`config.mk`:
```
export PLATFORM = sky130hd
export DESIGN_NAME = rtk_regs
export DESIGN_NICKNAME = d
export VERILOG_FILES = /design/src/hw/rtk_regs.v
export VERILOG_INCLUDE_DIRS = /design/src /design/src/hw
export SDC_FILE = /design/constraint.sdc
export NUM_CORES = 1
export LEC_CHECK = 0
export BUFFER_PORTS_ARGS = -buffer_cell sky130_fd_sc_hd__buf_4
export CAP_MARGIN = 20
export CORE_AREA = 2 2 169 171
export DETAILED_ROUTE_END_ITERATION = 12
export DIE_AREA = 0 0 171 173
export HOLD_SLACK_MARGIN = 0.03
export PLACE_DENSITY = 0.8
export SETUP_SLACK_MARGIN = 0.4
export SYNTH_ARGS = -nofsm -noshare
export SYNTH_HDL_FRONTEND = slang
export SYNTH_SLANG_ARGS = --single-unit
```
`constraint.sdc`:
```
create_clock -name i_clk -period 5.4 [get_ports i_clk]
set_input_delay 1.08 -clock i_clk [delete_from_list [all_inputs] [get_ports i_clk]]
set_output_delay 1.08 -clock i_clk [all_outputs]
set_load 0.005 [all_outputs]
```
`src/hw/rtk_map.vh`:
```
// Constants for the timekeeping register bank and write latch
// Operation
// - A status, array or id-area write completes only if the write latch was already set.
// - The latch-set instruction sets the latch and the latch-clear instruction clears it.
// - The latch is cleared after power-up (reset).
// - The latch clears after a completed latch-clear, status, array or id-area write.
// - Timekeeping registers decode byte addresses 0x00 to 0x1F.
// - A burst started in the timekeeping space wraps its address from 0x1F to 0x00.
// - Timekeeping registers are battery backed only while the backup enable bit is set.
// - Unused bits and unimplemented addresses in the space read as zero.
// - Any written value is stored without range or format checking.
// - Latch-set is opcode 0x06 and latch-clear is 0x04, sent MSB first.
// - The latch is set only on chip select rising after all eight latch-set bits.
// - Register read is 0x13 and write is 0x12, each followed by an 8-bit address.
`ifndef RTK_MAP_VH
`define RTK_MAP_VH
`define RTK_OP_LATCH_SET 8'h06
`define RTK_OP_LATCH_CLR 8'h04
`define RTK_OP_ARRAY_WR 8'h02
`define RTK_OP_STATUS_WR 8'h01
`define RTK_OP_ID_WR 8'h32
`define RTK_OP_REG_RD 8'h13
`define RTK_OP_REG_WR 8'h12
`define RTK_REG_FIRST 5'h00
`define RTK_REG_LAST 5'h1F
`define RTK_SPACE_TOP 3'h0
`define RTK_ADDR_DAY 5'h04
`define RTK_BIT_BAT_EN 3
`define RTK_BIT_BAT_FLAG 4
`define RTK_BIT_OSC_ON 5
`define RTK_BIT_LEAP 5
`define RTK_ADDR_MONTH 5'h06
`define RTK_A_SUBSEC 5'h00
`define RTK_A_SEC 5'h01
`define RTK_A_MIN 5'h02
`define RTK_A_HOUR 5'h03
`define RTK_A_DATE 5'h05
`define RTK_A_YEAR 5'h07
`define RTK_A_OUT_CTRL 5'h08
`define RTK_A_TRIM 5'h09
`define RTK_A_WDOG 5'h0A
`define RTK_A_EVENT 5'h0B
`define RTK_A_AL1_SEC 5'h0C
`define RTK_A_AL1_MIN 5'h0D
`define RTK_A_AL1_HOUR 5'h0E
`define RTK_A_AL1_DAY 5'h0F
`define RTK_A_AL1_DATE 5'h10
`define RTK_A_AL1_MONTH 5'h11
`define RTK_A_AL2_SUBSEC 5'h12
`define RTK_A_AL2_SEC 5'h13
`define RTK_A_AL2_MIN 5'h14
`define RTK_A_AL2_HOUR 5'h15
`define RTK_A_AL2_DAY 5'h16
`define RTK_A_AL2_DATE 5'h17
`define RTK_A_DN_MIN 5'h18
`define RTK_A_DN_HOUR 5'h19
`define RTK_A_DN_DATE 5'h1A
`define RTK_A_DN_DAYMON 5'h1B
`define RTK_A_UP_MIN 5'h1C
`define RTK_A_UP_HOUR 5'h1D
`define RTK_A_UP_DATE 5'h1E
`define RTK_A_UP_DAYMON 5'h1F
`define RTK_MASK_ALL 8'hFF
`define RTK_MASK_LOW7 8'h7F
`define RTK_MASK_LOW6 8'h3F
`define RTK_MASK_LOW5 8'h1F
`define RTK_BIT_LAST 3'h7
`endif

```
`src/hw/rtk_regs.v`:
```
// SPI slave for the timekeeping register bank with the write-enable latch
`timescale 1ns/1ns
`include "rtk_map.vh"
module rtk_regs #(
  parameter NREG = 32
) (
  input wire i_clk,
  input wire i_rst,
  input wire i_cs_n,
  input wire i_sck,
  input wire i_si,
  input wire i_vcc_ok,
  input wire i_osc_on,
  input wire i_leap,
  output reg o_so,
  output reg o_so_oe_n,
  output reg o_write_latch,
  output reg o_nv_write,
  output reg [7:0] o_nv_opcode,
  output reg o_battery_backup_enable,
  output reg o_regs_retained
);
  // ----------------------------------------
  // Pin synchronisers
  // ----------------------------------------
  reg [1:0] cs_s_q;
  reg [1:0] sck_s_q;
  reg [1:0] si_s_q;
  reg [1:0] vcc_s_q;
  reg [1:0] osc_s_q;
  reg [1:0] leap_s_q;
  reg sck_old_q;
  reg cs_old_q;
  always @(posedge i_clk) begin
    cs_s_q <= {cs_s_q[0], i_cs_n};
    sck_s_q <= {sck_s_q[0], i_sck};
    si_s_q <= {si_s_q[0], i_si};
    vcc_s_q <= {vcc_s_q[0], i_vcc_ok};
    osc_s_q <= {osc_s_q[0], i_osc_on};
    leap_s_q <= {leap_s_q[0], i_leap};
  end
  always @(posedge i_clk) begin
    if (i_rst) begin
      sck_old_q <= 1'b0;
      cs_old_q <= 1'b1;
    end else begin
      sck_old_q <= sck_s_q[1];
      cs_old_q <= cs_s_q[1];
    end
  end
  wire sel = ~cs_s_q[1];
  wire sck_rise = sel & sck_s_q[1] & ~sck_old_q;
  wire sck_fall = sel & ~sck_s_q[1] & sck_old_q;
  wire cs_rise = cs_s_q[1] & ~cs_old_q;

  // ----------------------------------------
  // Frame state
  // ----------------------------------------
  localparam ST_OP = 4'b0001;
  localparam ST_ADDR = 4'b0010;
  localparam ST_DATA = 4'b0100;
  localparam ST_SKIP = 4'b1000;
  reg [3:0] st_q;
  reg [3:0] st_d;
  reg [2:0] bit_q;
  reg [7:0] sh_q;
  reg [7:0] op_q;
  reg [4:0] addr_q;
  reg in_space_q;
  reg byte_done_q;
  reg [7:0] regs_q [0:NREG-1];
  wire [7:0] sh_next = {sh_q[6:0], si_s_q[1]};
  wire byte_end = sck_rise & (bit_q == `RTK_BIT_LAST);
  wire is_rd = (op_q == `RTK_OP_REG_RD);
  wire is_wr = (op_q == `RTK_OP_REG_WR);
  wire is_nv = (op_q == `RTK_OP_ARRAY_WR) | (op_q == `RTK_OP_STATUS_WR) |
    (op_q == `RTK_OP_ID_WR);

  always @* begin
    st_d = st_q;
    if (byte_end) begin
      case (st_q)
        ST_OP: begin
          if ((sh_next == `RTK_OP_REG_RD) | (sh_next == `RTK_OP_REG_WR) |
              (sh_next == `RTK_OP_ARRAY_WR) | (sh_next == `RTK_OP_STATUS_WR) |
              (sh_next == `RTK_OP_ID_WR)) begin
            st_d = ST_ADDR;
          end else begin
            st_d = ST_SKIP;
          end
        end
        ST_ADDR: st_d = ST_DATA;
        default: st_d = st_q;
      endcase
    end
  end

  // Read data view: zero for unused bits; outside the space o_so is forced to zero instead
  function [7:0] rd_view;
    input [4:0] a;
    input [7:0] v;
    begin
      rd_view = v & rmask(a);
      if (a == `RTK_ADDR_DAY) begin
        rd_view[`RTK_BIT_OSC_ON] = osc_s_q[1];
      end
      if (a == `RTK_ADDR_MONTH) begin
        rd_view[`RTK_BIT_LEAP] = leap_s_q[1];
      end
    end
  endfunction

  // Writable-bit masks; unused and read-only positions never store
  function [7:0] wmask;
    input [4:0] a;
    begin
      if (a == `RTK_A_SUBSEC) begin
        wmask = `RTK_MASK_ALL;
      end else if (a == `RTK_A_SEC) begin
        wmask = `RTK_MASK_ALL;
      end else if (a == `RTK_A_MIN) begin
        wmask = `RTK_MASK_LOW7;
      end else if (a == `RTK_A_HOUR) begin
        wmask = `RTK_MASK_ALL;
      end else if (a == `RTK_ADDR_DAY) begin
        wmask = `RTK_MASK_LOW5;
      end else if (a == `RTK_A_DATE) begin
        wmask = `RTK_MASK_LOW6;
      end else if (a == `RTK_ADDR_MONTH) begin
        wmask = `RTK_MASK_LOW5;
      end else if (a == `RTK_A_YEAR) begin
        wmask = `RTK_MASK_ALL;
      end else if (a == `RTK_A_OUT_CTRL) begin
        wmask = `RTK_MASK_ALL;
      end else if (a == `RTK_A_TRIM) begin
        wmask = `RTK_MASK_ALL;
      end else if (a == `RTK_A_WDOG) begin
        wmask = `RTK_MASK_ALL;
      end else if (a == `RTK_A_EVENT) begin
        wmask = `RTK_MASK_ALL;
      end else if (a == `RTK_A_AL1_SEC) begin
        wmask = `RTK_MASK_LOW7;
      end else if (a == `RTK_A_AL1_MIN) begin
        wmask = `RTK_MASK_LOW7;
      end else if (a == `RTK_A_AL1_HOUR) begin
        wmask = `RTK_MASK_LOW7;
      end else if (a == `RTK_A_AL1_DAY) begin
        wmask = `RTK_MASK_ALL;
      end else if (a == `RTK_A_AL1_DATE) begin
        wmask = `RTK_MASK_LOW6;
      end else if (a == `RTK_A_AL1_MONTH) begin
        wmask = `RTK_MASK_LOW5;
      end else if (a == `RTK_A_AL2_SUBSEC) begin
        wmask = `RTK_MASK_ALL;
      end else if (a == `RTK_A_AL2_SEC) begin
        wmask = `RTK_MASK_LOW7;
      end else if (a == `RTK_A_AL2_MIN) begin
        wmask = `RTK_MASK_LOW7;
      end else if (a == `RTK_A_AL2_HOUR) begin
        wmask = `RTK_MASK_LOW7;
      end else if (a == `RTK_A_AL2_DAY) begin
        wmask = `RTK_MASK_ALL;
      end else if (a == `RTK_A_AL2_DATE) begin
        wmask = `RTK_MASK_LOW6;
      end else if (a == `RTK_A_DN_MIN) begin
        wmask = `RTK_MASK_LOW7;
      end else if (a == `RTK_A_DN_HOUR) begin
        wmask = `RTK_MASK_LOW7;
      end else if (a == `RTK_A_DN_DATE) begin
        wmask = `RTK_MASK_LOW6;
      end else if (a == `RTK_A_DN_DAYMON) begin
        wmask = `RTK_MASK_ALL;
      end else if (a == `RTK_A_UP_MIN) begin
        wmask = `RTK_MASK_LOW7;
      end else if (a == `RTK_A_UP_HOUR) begin
        wmask = `RTK_MASK_LOW7;
      end else if (a == `RTK_A_UP_DATE) begin
        wmask = `RTK_MASK_LOW6;
      end else begin
        wmask = `RTK_MASK_ALL;
      end
    end
  endfunction

  // Readable-bit masks; these also pass the status bits driven by hardware
  function [7:0] rmask;
    input [4:0] a;
    begin
      if (a == `RTK_A_SUBSEC) begin
        rmask = `RTK_MASK_ALL;
      end else if (a == `RTK_A_SEC) begin
        rmask = `RTK_MASK_ALL;
      end else if (a == `RTK_A_MIN) begin
        rmask = `RTK_MASK_LOW7;
      end else if (a == `RTK_A_HOUR) begin
        rmask = `RTK_MASK_ALL;
      end else if (a == `RTK_ADDR_DAY) begin
        rmask = `RTK_MASK_LOW6;
      end else if (a == `RTK_A_DATE) begin
        rmask = `RTK_MASK_LOW6;
      end else if (a == `RTK_ADDR_MONTH) begin
        rmask = `RTK_MASK_LOW6;
      end else if (a == `RTK_A_YEAR) begin
        rmask = `RTK_MASK_ALL;
      end else if (a == `RTK_A_OUT_CTRL) begin
        rmask = `RTK_MASK_ALL;
      end else if (a == `RTK_A_TRIM) begin
        rmask = `RTK_MASK_ALL;
      end else if (a == `RTK_A_WDOG) begin
        rmask = `RTK_MASK_ALL;
      end else if (a == `RTK_A_EVENT) begin
        rmask = `RTK_MASK_ALL;
      end else if (a == `RTK_A_AL1_SEC) begin
        rmask = `RTK_MASK_LOW7;
      end else if (a == `RTK_A_AL1_MIN) begin
        rmask = `RTK_MASK_LOW7;
      end else if (a == `RTK_A_AL1_HOUR) begin
        rmask = `RTK_MASK_LOW7;
      end else if (a == `RTK_A_AL1_DAY) begin
        rmask = `RTK_MASK_ALL;
      end else if (a == `RTK_A_AL1_DATE) begin
        rmask = `RTK_MASK_LOW6;
      end else if (a == `RTK_A_AL1_MONTH) begin
        rmask = `RTK_MASK_LOW5;
      end else if (a == `RTK_A_AL2_SUBSEC) begin
        rmask = `RTK_MASK_ALL;
      end else if (a == `RTK_A_AL2_SEC) begin
        rmask = `RTK_MASK_LOW7;
      end else if (a == `RTK_A_AL2_MIN) begin
        rmask = `RTK_MASK_LOW7;
      end else if (a == `RTK_A_AL2_HOUR) begin
        rmask = `RTK_MASK_LOW7;
      end else if (a == `RTK_A_AL2_DAY) begin
        rmask = `RTK_MASK_ALL;
      end else if (a == `RTK_A_AL2_DATE) begin
        rmask = `RTK_MASK_LOW6;
      end else if (a == `RTK_A_DN_MIN) begin
        rmask = `RTK_MASK_LOW7;
      end else if (a == `RTK_A_DN_HOUR) begin
        rmask = `RTK_MASK_LOW7;
      end else if (a == `RTK_A_DN_DATE) begin
        rmask = `RTK_MASK_LOW6;
      end else if (a == `RTK_A_DN_DAYMON) begin
        rmask = `RTK_MASK_ALL;
      end else if (a == `RTK_A_UP_MIN) begin
        rmask = `RTK_MASK_LOW7;
      end else if (a == `RTK_A_UP_HOUR) begin
        rmask = `RTK_MASK_LOW7;
      end else if (a == `RTK_A_UP_DATE) begin
        rmask = `RTK_MASK_LOW6;
      end else begin
        rmask = `RTK_MASK_ALL;
      end
    end
  endfunction

  // ----------------------------------------
  // Serial engine
  // ----------------------------------------
  integer k;
  always @(posedge i_clk) begin
    if (i_rst) begin
      st_q <= ST_OP;
      bit_q <= 3'h0;
      sh_q <= 8'h00;
      op_q <= 8'h00;
      addr_q <= 5'h00;
      in_space_q <= 1'b0;
      byte_done_q <= 1'b0;
      o_so <= 1'b0;
      o_so_oe_n <= 1'b1;
      o_write_latch <= 1'b0;
      o_nv_write <= 1'b0;
      o_nv_opcode <= 8'h00;
      o_battery_backup_enable <= 1'b0;
      o_regs_retained <= 1'b1;
      for (k = 0; k < NREG; k = k + 1) begin
        regs_q[k] <= 8'h00;
      end
    end else begin
      o_nv_write <= 1'b0;
      o_battery_backup_enable <= regs_q[`RTK_ADDR_DAY][`RTK_BIT_BAT_EN];
      // Loss of supply without backup enabled drops the bank
      if (~vcc_s_q[1] & ~regs_q[`RTK_ADDR_DAY][`RTK_BIT_BAT_EN]) begin
        o_regs_retained <= 1'b0;
        for (k = 0; k < NREG; k = k + 1) begin
          regs_q[k] <= 8'h00;
        end
      end else if (~vcc_s_q[1]) begin
        regs_q[`RTK_ADDR_DAY][`RTK_BIT_BAT_FLAG] <= 1'b1;
      end
      if (vcc_s_q[1] & cs_rise) begin
        o_regs_retained <= 1'b1;
      end
      if (cs_s_q[1]) begin
        st_q <= ST_OP;
        bit_q <= 3'h0;
        o_so_oe_n <= 1'b1;
        o_so <= 1'b0;
        if (cs_rise) begin
          // Latch opcodes park the frame in skip; a further whole byte wipes op_q
          if ((st_q == ST_SKIP) & (bit_q == 3'h0) & (op_q == `RTK_OP_LATCH_SET)) begin
            o_write_latch <= 1'b1;
          end else if ((st_q == ST_SKIP) & (bit_q == 3'h0) &
              (op_q == `RTK_OP_LATCH_CLR)) begin
            o_write_latch <= 1'b0;
          end else if ((st_q == ST_DATA) & is_nv & byte_done_q & (bit_q == 3'h0) &
              o_write_latch) begin
            o_nv_write <= 1'b1;
            o_nv_opcode <= op_q;
            o_write_latch <= 1'b0;
          end
          // Partial data bytes fall through and keep the latch
          op_q <= 8'h00;
          byte_done_q <= 1'b0;
        end
      end else begin
        st_q <= st_d;
        if (sck_rise) begin
          bit_q <= bit_q + 3'h1;
          sh_q <= sh_next;
        end
        if (byte_end) begin
          case (st_q)
            ST_OP: op_q <= sh_next;
            ST_ADDR: begin
              addr_q <= sh_next[4:0];
              in_space_q <= (sh_next[7:5] == `RTK_SPACE_TOP);
              sh_q <= rd_view(sh_next[4:0], regs_q[sh_next[4:0]]);
            end
            ST_DATA: begin
              byte_done_q <= 1'b1;
              if (is_wr & in_space_q) begin
                regs_q[addr_q] <= sh_next & wmask(addr_q);
                // Supply loss in the same cycle as a clear: the set wins
                if ((addr_q == `RTK_ADDR_DAY) & ~vcc_s_q[1] &
                    regs_q[`RTK_ADDR_DAY][`RTK_BIT_BAT_EN]) begin
                  regs_q[addr_q][`RTK_BIT_BAT_FLAG] <= 1'b1;
                end
              end
              // Burst stays inside the space
              addr_q <= (addr_q == `RTK_REG_LAST) ? `RTK_REG_FIRST : addr_q + 5'h01;
              sh_q <= rd_view(addr_q + 5'h01, regs_q[addr_q + 5'h01]);
            end
            ST_SKIP: op_q <= 8'h00;
            default: op_q <= op_q;
          endcase
        end
        // Shift out on the falling edge so the host samples on the rising one
        if (sck_fall & (st_q == ST_DATA) & is_rd) begin
          o_so_oe_n <= 1'b0;
          o_so <= in_space_q ? sh_q[7] : 1'b0;
        end
      end
    end
  end
endmodule

```
==> flow_metrics.py, run 1 <==
metrics = {
    "worst_setup_path": {
        "crit_required_ns": 5.71,
        "timing.critical_path.from_type": "register",
        "worstSetupEndpointType": "register",
        "setup.worst_path.class": "register to register",
        "cp_data_arrival_time_ns": 4.01,
        "worst-path-max-fanout": 32,
    },
    "synth": {
        "synth_top_cell_area_share_pct": 46.6,
        "yosys-top-cells-area": "sky130_fd_sc_hd__edfxtp_1 (47%), sky130_fd_sc_hd__mux4_2 (15%), sky130_fd_sc_hd__dfxtp_1 (7.2%), sky130_fd_sc_hd__nor2_1 (6.8%), sky130_fd_sc_hd__nand2_1 (4.1%)",
        "synth-edff-count": 255,
        "syn_area_per_cell_um2": 11.8,
        "yosysTopAreaCell": "sky130_fd_sc_hd__edfxtp_1",
        "yosys_warn_count": 0,
        "synth_ff_type": "sky130_fd_sc_hd__edfxtp_1",
        "async_reset_ff_share_pct": 0,
        "postSynthRegisterBits": 314,
        "synthCells": 1393,
        "post_synthesis_sequential_area_ratio_pct": 53.8,
        "yosysUniqueCellTypes": 75,
        "synthesis.area_um2": 16400,
    },
    "timing": {
        "fin_tns_setup_ns": 0,
        "max_freq_ghz": 0.271,
        "finalSetupViolations": 0,
        "finalClockSkew_ns": 0.0219,
        "final.hold.worst_slack_ns": 0.325,
        "post-route-period-util_pct": 68.4,
        "setup_repair_after_global_routing_missed_its_margin": "false",
        "slew_viol_final": 0,
        "relSlewSlack_pct": 23.5,
        "tightestPinTransition_ns": 1.15,
        "min_period_ns": 3.70,
        "finalHoldViolations": 0,
    },
    "cts": {
        "cts.clk_slew.worst_paths_ns": 0.07,
        "cts-hold-fix-buffers": 0,
        "clock_path_buffers": 3,
        "cts-root-buf": "sky130_fd_sc_hd__clkbuf_16",
        "clk-insertion-delay-late_ns": 0.59,
        "number_of_clock_sinks": 314,
        "tritoncts_buffer_count": 31,
        "clock_tree.htree_level_count": 1,
        "tritoncts_clock_tree": "yes",
        "number_of_buffers_inserted_to_repair_setup_after_cts": 0,
        "cts_resized": 0,
    },
    "layout": {
        "sequential_cell_area_um2": 8850,
        "post_route_cells_drive_above_1_share_pct": 18.5,
        "area_delta_synth_final_pct": 9.22,
        "multi_input_comb_area_um2": 7100,
        "n_antenna_cell": 0,
        "fin_nets": 1384,
        "fillers": 1988,
    },
    "detailed_routing": {
        "drtPass1Iterations": 8,
        "route.detailed.vias_per_inst": 6.98,
        "routed_wirelength_mm": 47.3,
        "drt_iter0_markers": 2115,
        "routed_wire_length_per_instance_um": 26.8,
        "remaining_drc_errors": 0,
        "vias": 12346,
        "detail-route-antenna-nets": 0,
    },
    "floorplan": {
        "row_count": 61,
        "start_util_pct": 59.5,
        "design.die.area_um2": 29600,
        "die-height_um": 173,
        "floorplan.io_pins": 22,
        "core_area_um2": 27600,
        "die-width_um": 171,
    },
    "global_routing": {
        "global_route.usage.total_pct": 32.3,
        "largest_net_degree_at_the_start_of_global_routing": 65,
        "first_global_vias": 11679,
        "global_route_wire_length_before_repair_mm": 71.8,
        "grt_antenna_before_repair": 0,
        "grt_overflow": 0,
    },
    "power_and_ir_drop": {
        "p_sw_share_pct": 23.4,
        "seq_power_share_pct": 51.0,
        "static-leakage-power_nw": 6.20,
        "ir_drop_uv": 252,
        "comb_power_share_pct": 7.1,
        "intPower_mw": 4.23,
        "power_per_cell_area_nw_per_um2": 308,
        "pwr-share-clk_pct": 41.9,
        "net_switching_power_mw": 1.29,
    },
    "placement": {
        "place.detailed.hpwl_mm": 31.8,
        "gp_congestion": 1.02,
        "port-buffer-count": 21,
    },
    "job": {
        "max_cap_violations": 0,
    },
    "outcome": {
        "run_status": "complete, no violations",
    },
    "min_path": {
        "holdCritPathClass": "register to register",
    },
}
==> kinds of logic (layout without fill, tap and decap cells) <==
group	Yosys count	count (layout)	synth area share, %
buffers and inverters	134	122	3.60
AO/OA/AOI/OAI	123	123	5.36
other	1	10	0.0228
multiplexers	157	157	18.2
adder cells (fa/ha/maj)	11	11	0.823
XOR/XNOR	8	8	0.426
AND/OR/NAND/NOR	645	645	17.8
flip-flops	314	314	53.8
==> layer usage <==
metal  vias up  GRT usage (%)  part of all wire, %
met4         0           13.2                  5.2
met1      6075           44.5                   35
li1       5092              -                    -
met5         -              0                    0
met2      1003           50.2                   46
met3       176           7.30                   13
==> power by group through the flow <==
stage | clock (mW) | sequential, mW | combinational [mW]
2_1_floorplan | 0 | 2.80 | 0.281
5_1_grt | 2.40 | 2.82 | 0.410
3_5_place_dp | 0 | 2.86 | 0.378
6_report | 2.32 | 2.82 | 0.392
3_3_place_gp | 0 | 2.86 | 0.369
4_1_cts | 2.31 | 2.81 | 0.380
==> synth_stat cells, drive strengths merged (8+ instances only) <==
| cell type | number |
|---|---|
| a21oi | 32 |
| nand2 | 198 |
| clkbuf | 57 |
| nor2b | 15 |
| edfxtp | 255 |
| ha | 10 |
| nor3b | 9 |
| inv | 17 |
| dfxtp | 59 |
| and2 | 9 |
| a221oi | 10 |
| nor3 | 9 |
| o21ai | 12 |
| nand4 | 21 |
| a31oi | 12 |
| nor2 | 299 |
| mux2i | 40 |
| mux4 | 113 |
| nand3b | 8 |
| nand3 | 33 |
| buf | 59 |
==> layout make-up <==
type	count	share of cell area, %
clock inverters	17	1.39
well taps	378	2.64
repair buffers	47	1.97
clock buffers	40	4.74
multi-input cells	954	39.6
inverters	18	0.377
flip-flops and latches	314	49.3
==> flip-flops by register name (all words and copies together) (netlist names), 3 cells and up <==
register and flops:
addr_q 5, op_q 8, o_nv_opcode 8, bit_q 3, regs_q 256, sh_q 8
st_q 4
==> final timing paths <==
kind | startpoint | endpoint | slack (ns) | cells past startpoint
worst min-delay path | si_s_q[0]$_DFF_P_ | si_s_q[1]$_DFF_P_ | 0.33 | 0
worst min register to register | si_s_q[0]$_DFF_P_ | si_s_q[1]$_DFF_P_ | 0.33 | 0
worst max register to register | addr_q[0]$_SDFFE_PP0P_ | regs_q[15][6]$_SDFFCE_PN0P_ | 1.70 | 8
worst max-delay path | addr_q[0]$_SDFFE_PP0P_ | regs_q[15][6]$_SDFFCE_PN0P_ | 1.70 | 8
==> critical path: stages (launching register included) <==
cell and delay, ns:
sky130_fd_sc_hd__dfxtp_4 0.73, sky130_fd_sc_hd__inv_1 0.33, sky130_fd_sc_hd__ha_1 0.64, sky130_fd_sc_hd__nor3_1 0.53, sky130_fd_sc_hd__a31oi_1 0.15, sky130_fd_sc_hd__o32a_1 0.23, sky130_fd_sc_hd__o311ai_2 0.27, sky130_fd_sc_hd__buf_4 0.42
sky130_fd_sc_hd__nor2_1 0.08
==> cells in the final DEF (no fill, tap or decap), drive strengths merged, types with 8 or more instances in the layout <==
cell type | synthesis | layout
buf | 59 | 47
dfxtp | 59 | 59
nand4 | 21 | 21
clkinv | 1 | 8
inv | 17 | 18
edfxtp | 255 | 255
nand2 | 198 | 198
mux2i | 40 | 40
a31oi | 12 | 12
and2 | 9 | 9
a21oi | 32 | 32
o21ai | 12 | 12
mux4 | 113 | 113
nor2 | 299 | 299
clkbuf | 57 | 40
conb | 1 | 10
nor3 | 9 | 9
nand3 | 33 | 33
a221oi | 10 | 10
nor3b | 9 | 9
nor2b | 15 | 15
nand3b | 8 | 8
ha | 10 | 10
==> stage by stage <==
stage | instances | utilization [%] | total power [mW] | area [µm²] | setup slack (ns)
6_report | 1768 | 64.9 | 5.53 | 17900 | 1.70
5_1_grt | 1768 | 64.9 | 5.64 | 17900 | 1.49
4_1_cts | 1768 | 64.9 | 5.51 | 17900 | 1.76
3_5_place_dp | 1711 | 61.0 | 3.24 | 16800 | 1.77
3_3_place_gp | 1711 | 61.0 | 3.23 | 16800 | 1.80
2_1_floorplan | 1402 | - | 3.08 | 16500 | 2.13
Power figures use the tool's default switching activity.
==> inputs of run 2 (changes only) <==
--- a/config.mk
+++ b/config.mk
@@ -8,9 +8,9 @@
 export LEC_CHECK = 0
 export BUFFER_PORTS_ARGS = -buffer_cell sky130_fd_sc_hd__buf_4
 export CAP_MARGIN = 20
-export CORE_AREA = 2 2 169 171
+export CORE_AREA = 2 2 172 174
 export DETAILED_ROUTE_END_ITERATION = 12
-export DIE_AREA = 0 0 171 173
+export DIE_AREA = 0 0 174 176
 export HOLD_SLACK_MARGIN = 0.03
 export PLACE_DENSITY = 0.8
 export SETUP_SLACK_MARGIN = 0.4
==> constraint.sdc (replaced) <==
create_clock -name i_clk -period 3.17 [get_ports i_clk]
set_input_delay 0.634 -clock i_clk [delete_from_list [all_inputs] [get_ports i_clk]]
set_output_delay 0.634 -clock i_clk [all_outputs]
set_load 0.005 [all_outputs]
==> run 2 against run 1 <==
Sequential share of layout area is 1.8 points lower; clock-buffer cell count down 6; register-to-register slack got worse by 1.2 ns; total power rose by 72%; largest cell class unchanged.
==> flow_metrics.py, run 2 (synthesis results as in run 1) <==
metrics = {
    "timing": {
        "tightestPinTransition_ns": 0.807,
        "fin_tns_setup_ns": 0,
        "post-route-period-util_pct": 85.5,
        "finalSetupViolations": 0,
        "setup_repair_after_global_routing_missed_its_margin": "true",
        "finalClockSkew_ns": 0.0179,
        "timing.final.ws_setup_ns": 0.460,
        "finalHoldViolations": 0,
        "relSlewSlack_pct": 46.2,
        "min_period_ns": 2.71,
        "slew_viol_final": 0,
        "max_freq_ghz": 0.369,
        "final.hold.worst_slack_ns": 0.155,
    },
    "worst_setup_path": {
        "timing.critical_path.from_type": "register",
        "worstSetupEndpointType": "register",
        "worst-path-max-fanout": 6,
        "cp_data_arrival_time_ns": 3.16,
        "setup.worst_path.class": "register to register",
        "crit_required_ns": 3.62,
    },
    "floorplan": {
        "floorplan.io_pins": 22,
        "row_count": 62,
        "core_area_um2": 28500,
        "die-width_um": 174,
        "die-height_um": 176,
        "start_util_pct": 57.5,
        "design.die.area_um2": 30600,
    },
    "power_and_ir_drop": {
        "power_per_cell_area_nw_per_um2": 511,
        "net_switching_power_mw": 2.21,
        "pwr-share-clk_pct": 41.9,
        "comb_power_share_pct": 7.6,
        "finalPower_mw": 9.50,
        "static-leakage-power_nw": 6.54,
        "p_sw_share_pct": 23.3,
        "intPower_mw": 7.29,
        "ir_drop_uv": 430,
        "seq_power_share_pct": 50.6,
    },
    "detailed_routing": {
        "routed_wire_length_per_instance_um": 26.9,
        "routed_wirelength_mm": 49.2,
        "remaining_drc_errors": 0,
        "drtPass1Iterations": 5,
        "vias": 12423,
        "drt_iter0_markers": 1697,
        "detail-route-antenna-nets": 0,
        "route.detailed.vias_per_inst": 6.79,
    },
    "job": {
        "max_cap_violations": 0,
    },
    "placement": {
        "place.detailed.hpwl_mm": 34.2,
        "gp_congestion": 1.03,
        "port-buffer-count": 21,
        "place_ws_ns": 0.0668,
    },
    "cts": {
        "cts-root-buf": "sky130_fd_sc_hd__clkbuf_16",
        "clock_tree.htree_level_count": 1,
        "tritoncts_buffer_count": 31,
        "number_of_clock_sinks": 314,
        "clk-insertion-delay-late_ns": 0.58,
        "cts.clk_slew.worst_paths_ns": 0.06,
        "tritoncts_clock_tree": "yes",
        "clock_path_buffers": 3,
    },
    "global_routing": {
        "global_route.usage.total_pct": 32.3,
        "largest_net_degree_at_the_start_of_global_routing": 65,
        "grt_overflow": 0,
        "grt_antenna_before_repair": 0,
        "first_global_vias": 11968,
        "global_route_wire_length_before_repair_mm": 73.7,
    },
    "layout": {
        "fin_nets": 1440,
        "post_route_cells_drive_above_1_share_pct": 23.4,
        "largest_register_ffs": 256,
        "mostFrequentLayoutCell": "sky130_fd_sc_hd__nor2_1",
        "n_antenna_cell": 0,
        "most_frequent_cells_in_the_layout": "sky130_fd_sc_hd__nor2_1 (298), sky130_fd_sc_hd__edfxtp_1 (255), sky130_fd_sc_hd__nand2_1 (159), sky130_fd_sc_hd__mux4_2 (113), sky130_fd_sc_hd__buf_4 (93)",
        "postLayoutCoreUtil_pct": 65.2,
        "largest_register": "regs_q",
        "area_delta_synth_final_pct": 13.3,
    },
    "min_path": {
        "holdCritPathClass": "primary input to register",
    },
    "outcome": {
        "run_status": "complete, no violations",
    },
}
==> run 2: changes by cell type in the layout (fill, tap and decap cells not counted), moves of 3 or more <==
cell | before | now
sky130_fd_sc_hd__clkinv_1 | 2 | 6
sky130_fd_sc_hd__inv_6 | 0 | 3
sky130_fd_sc_hd__nand2_1 | 178 | 159
sky130_fd_sc_hd__buf_4 | 47 | 93
sky130_fd_sc_hd__nand2_4 | 0 | 5
sky130_fd_sc_hd__buf_12 | 0 | 8
sky130_fd_sc_hd__clkbuf_8 | 4 | 0
sky130_fd_sc_hd__nand2_2 | 20 | 34
==> run 2: per-layer routing <==
layer	global-route usage (%)	wire (µm)	share of wire, %	vias up
met4	14.0	2330	4.7	0
met3	8.01	6590	13	172
li1	-	-	-	5204
met2	50.2	22600	46	1023
met5	0	0	0	-
met1	43.7	17700	36	6024
==> run 2: repair_timing <==
item | CTS | global route
setup buffers | 2 | 3
cloned | 0 | 0
resized for setup | 25 | 15
hold buffers | 0 | 0
pin swaps | 0 | 1
endpoints found under the setup margin | 244 | 181
hold endpoints to repair | 0 | 0
==> run 2: area by class of cell <==
cell class / count / area [µm²]
tap: 384 / 480
timing repair buffer: 103 / 885
multi-input combinational: 954 / 7220
sequential: 314 / 8850
clock inverter: 23 / 310
fill: 2091 / 9940
inverter: 18 / 71.3
clock buffer: 34 / 787
==> run 2: metrics by stage <==
| step | instance area, µm² | instances |
|---|---|---|
| floorplan | 16500 | 1402 |
| global placement | 17300 | 1768 |
| detailed placement | 17300 | 1768 |
| CTS | 18500 | 1827 |
| global route | 18600 | 1830 |
| finish | 18600 | 1830 |
==> run 2: worst max-delay path, stage by stage, from the launching register on <==
cell and delay [ns]:
sky130_fd_sc_hd__dfxtp_1 0.44, sky130_fd_sc_hd__inv_1 0.14, sky130_fd_sc_hd__ha_4 0.36, sky130_fd_sc_hd__buf_4 0.17, sky130_fd_sc_hd__mux4_2 0.35, sky130_fd_sc_hd__mux4_2 0.55
sky130_fd_sc_hd__a221o_1 0.35, sky130_fd_sc_hd__a32o_1 0.24
==> run 2: path summary, 6_finish.rpt <==
check / to / startpoint / slack, ns / depth (start not counted)
worst min-delay path: vcc_s_q[0]$_DFF_P_ / i_vcc_ok / 0.15 / 1
worst min register to register: si_s_q[1]$_DFF_P_ / si_s_q[0]$_DFF_P_ / 0.33 / 0
worst max-delay path: sh_q[7]$_SDFFE_PP0N_ / addr_q[1]$_SDFFE_PP0P_ / 0.46 / 7
worst max register to register: sh_q[7]$_SDFFE_PP0N_ / addr_q[1]$_SDFFE_PP0P_ / 0.46 / 7
==> run 2: power by group through the flow <==
| stage | Sequential, mW | Clock, mW | Combinational, mW |
|---|---|---|---|
| after global placement | 4.87 | 0 | 0.671 |
| after global routing | 4.81 | 4.13 | 0.752 |
| final | 4.80 | 3.98 | 0.718 |
| after CTS | 4.79 | 3.98 | 0.696 |
| after detailed placement | 4.87 | 0 | 0.686 |
| after floorplan | 4.78 | 0 | 0.478 |
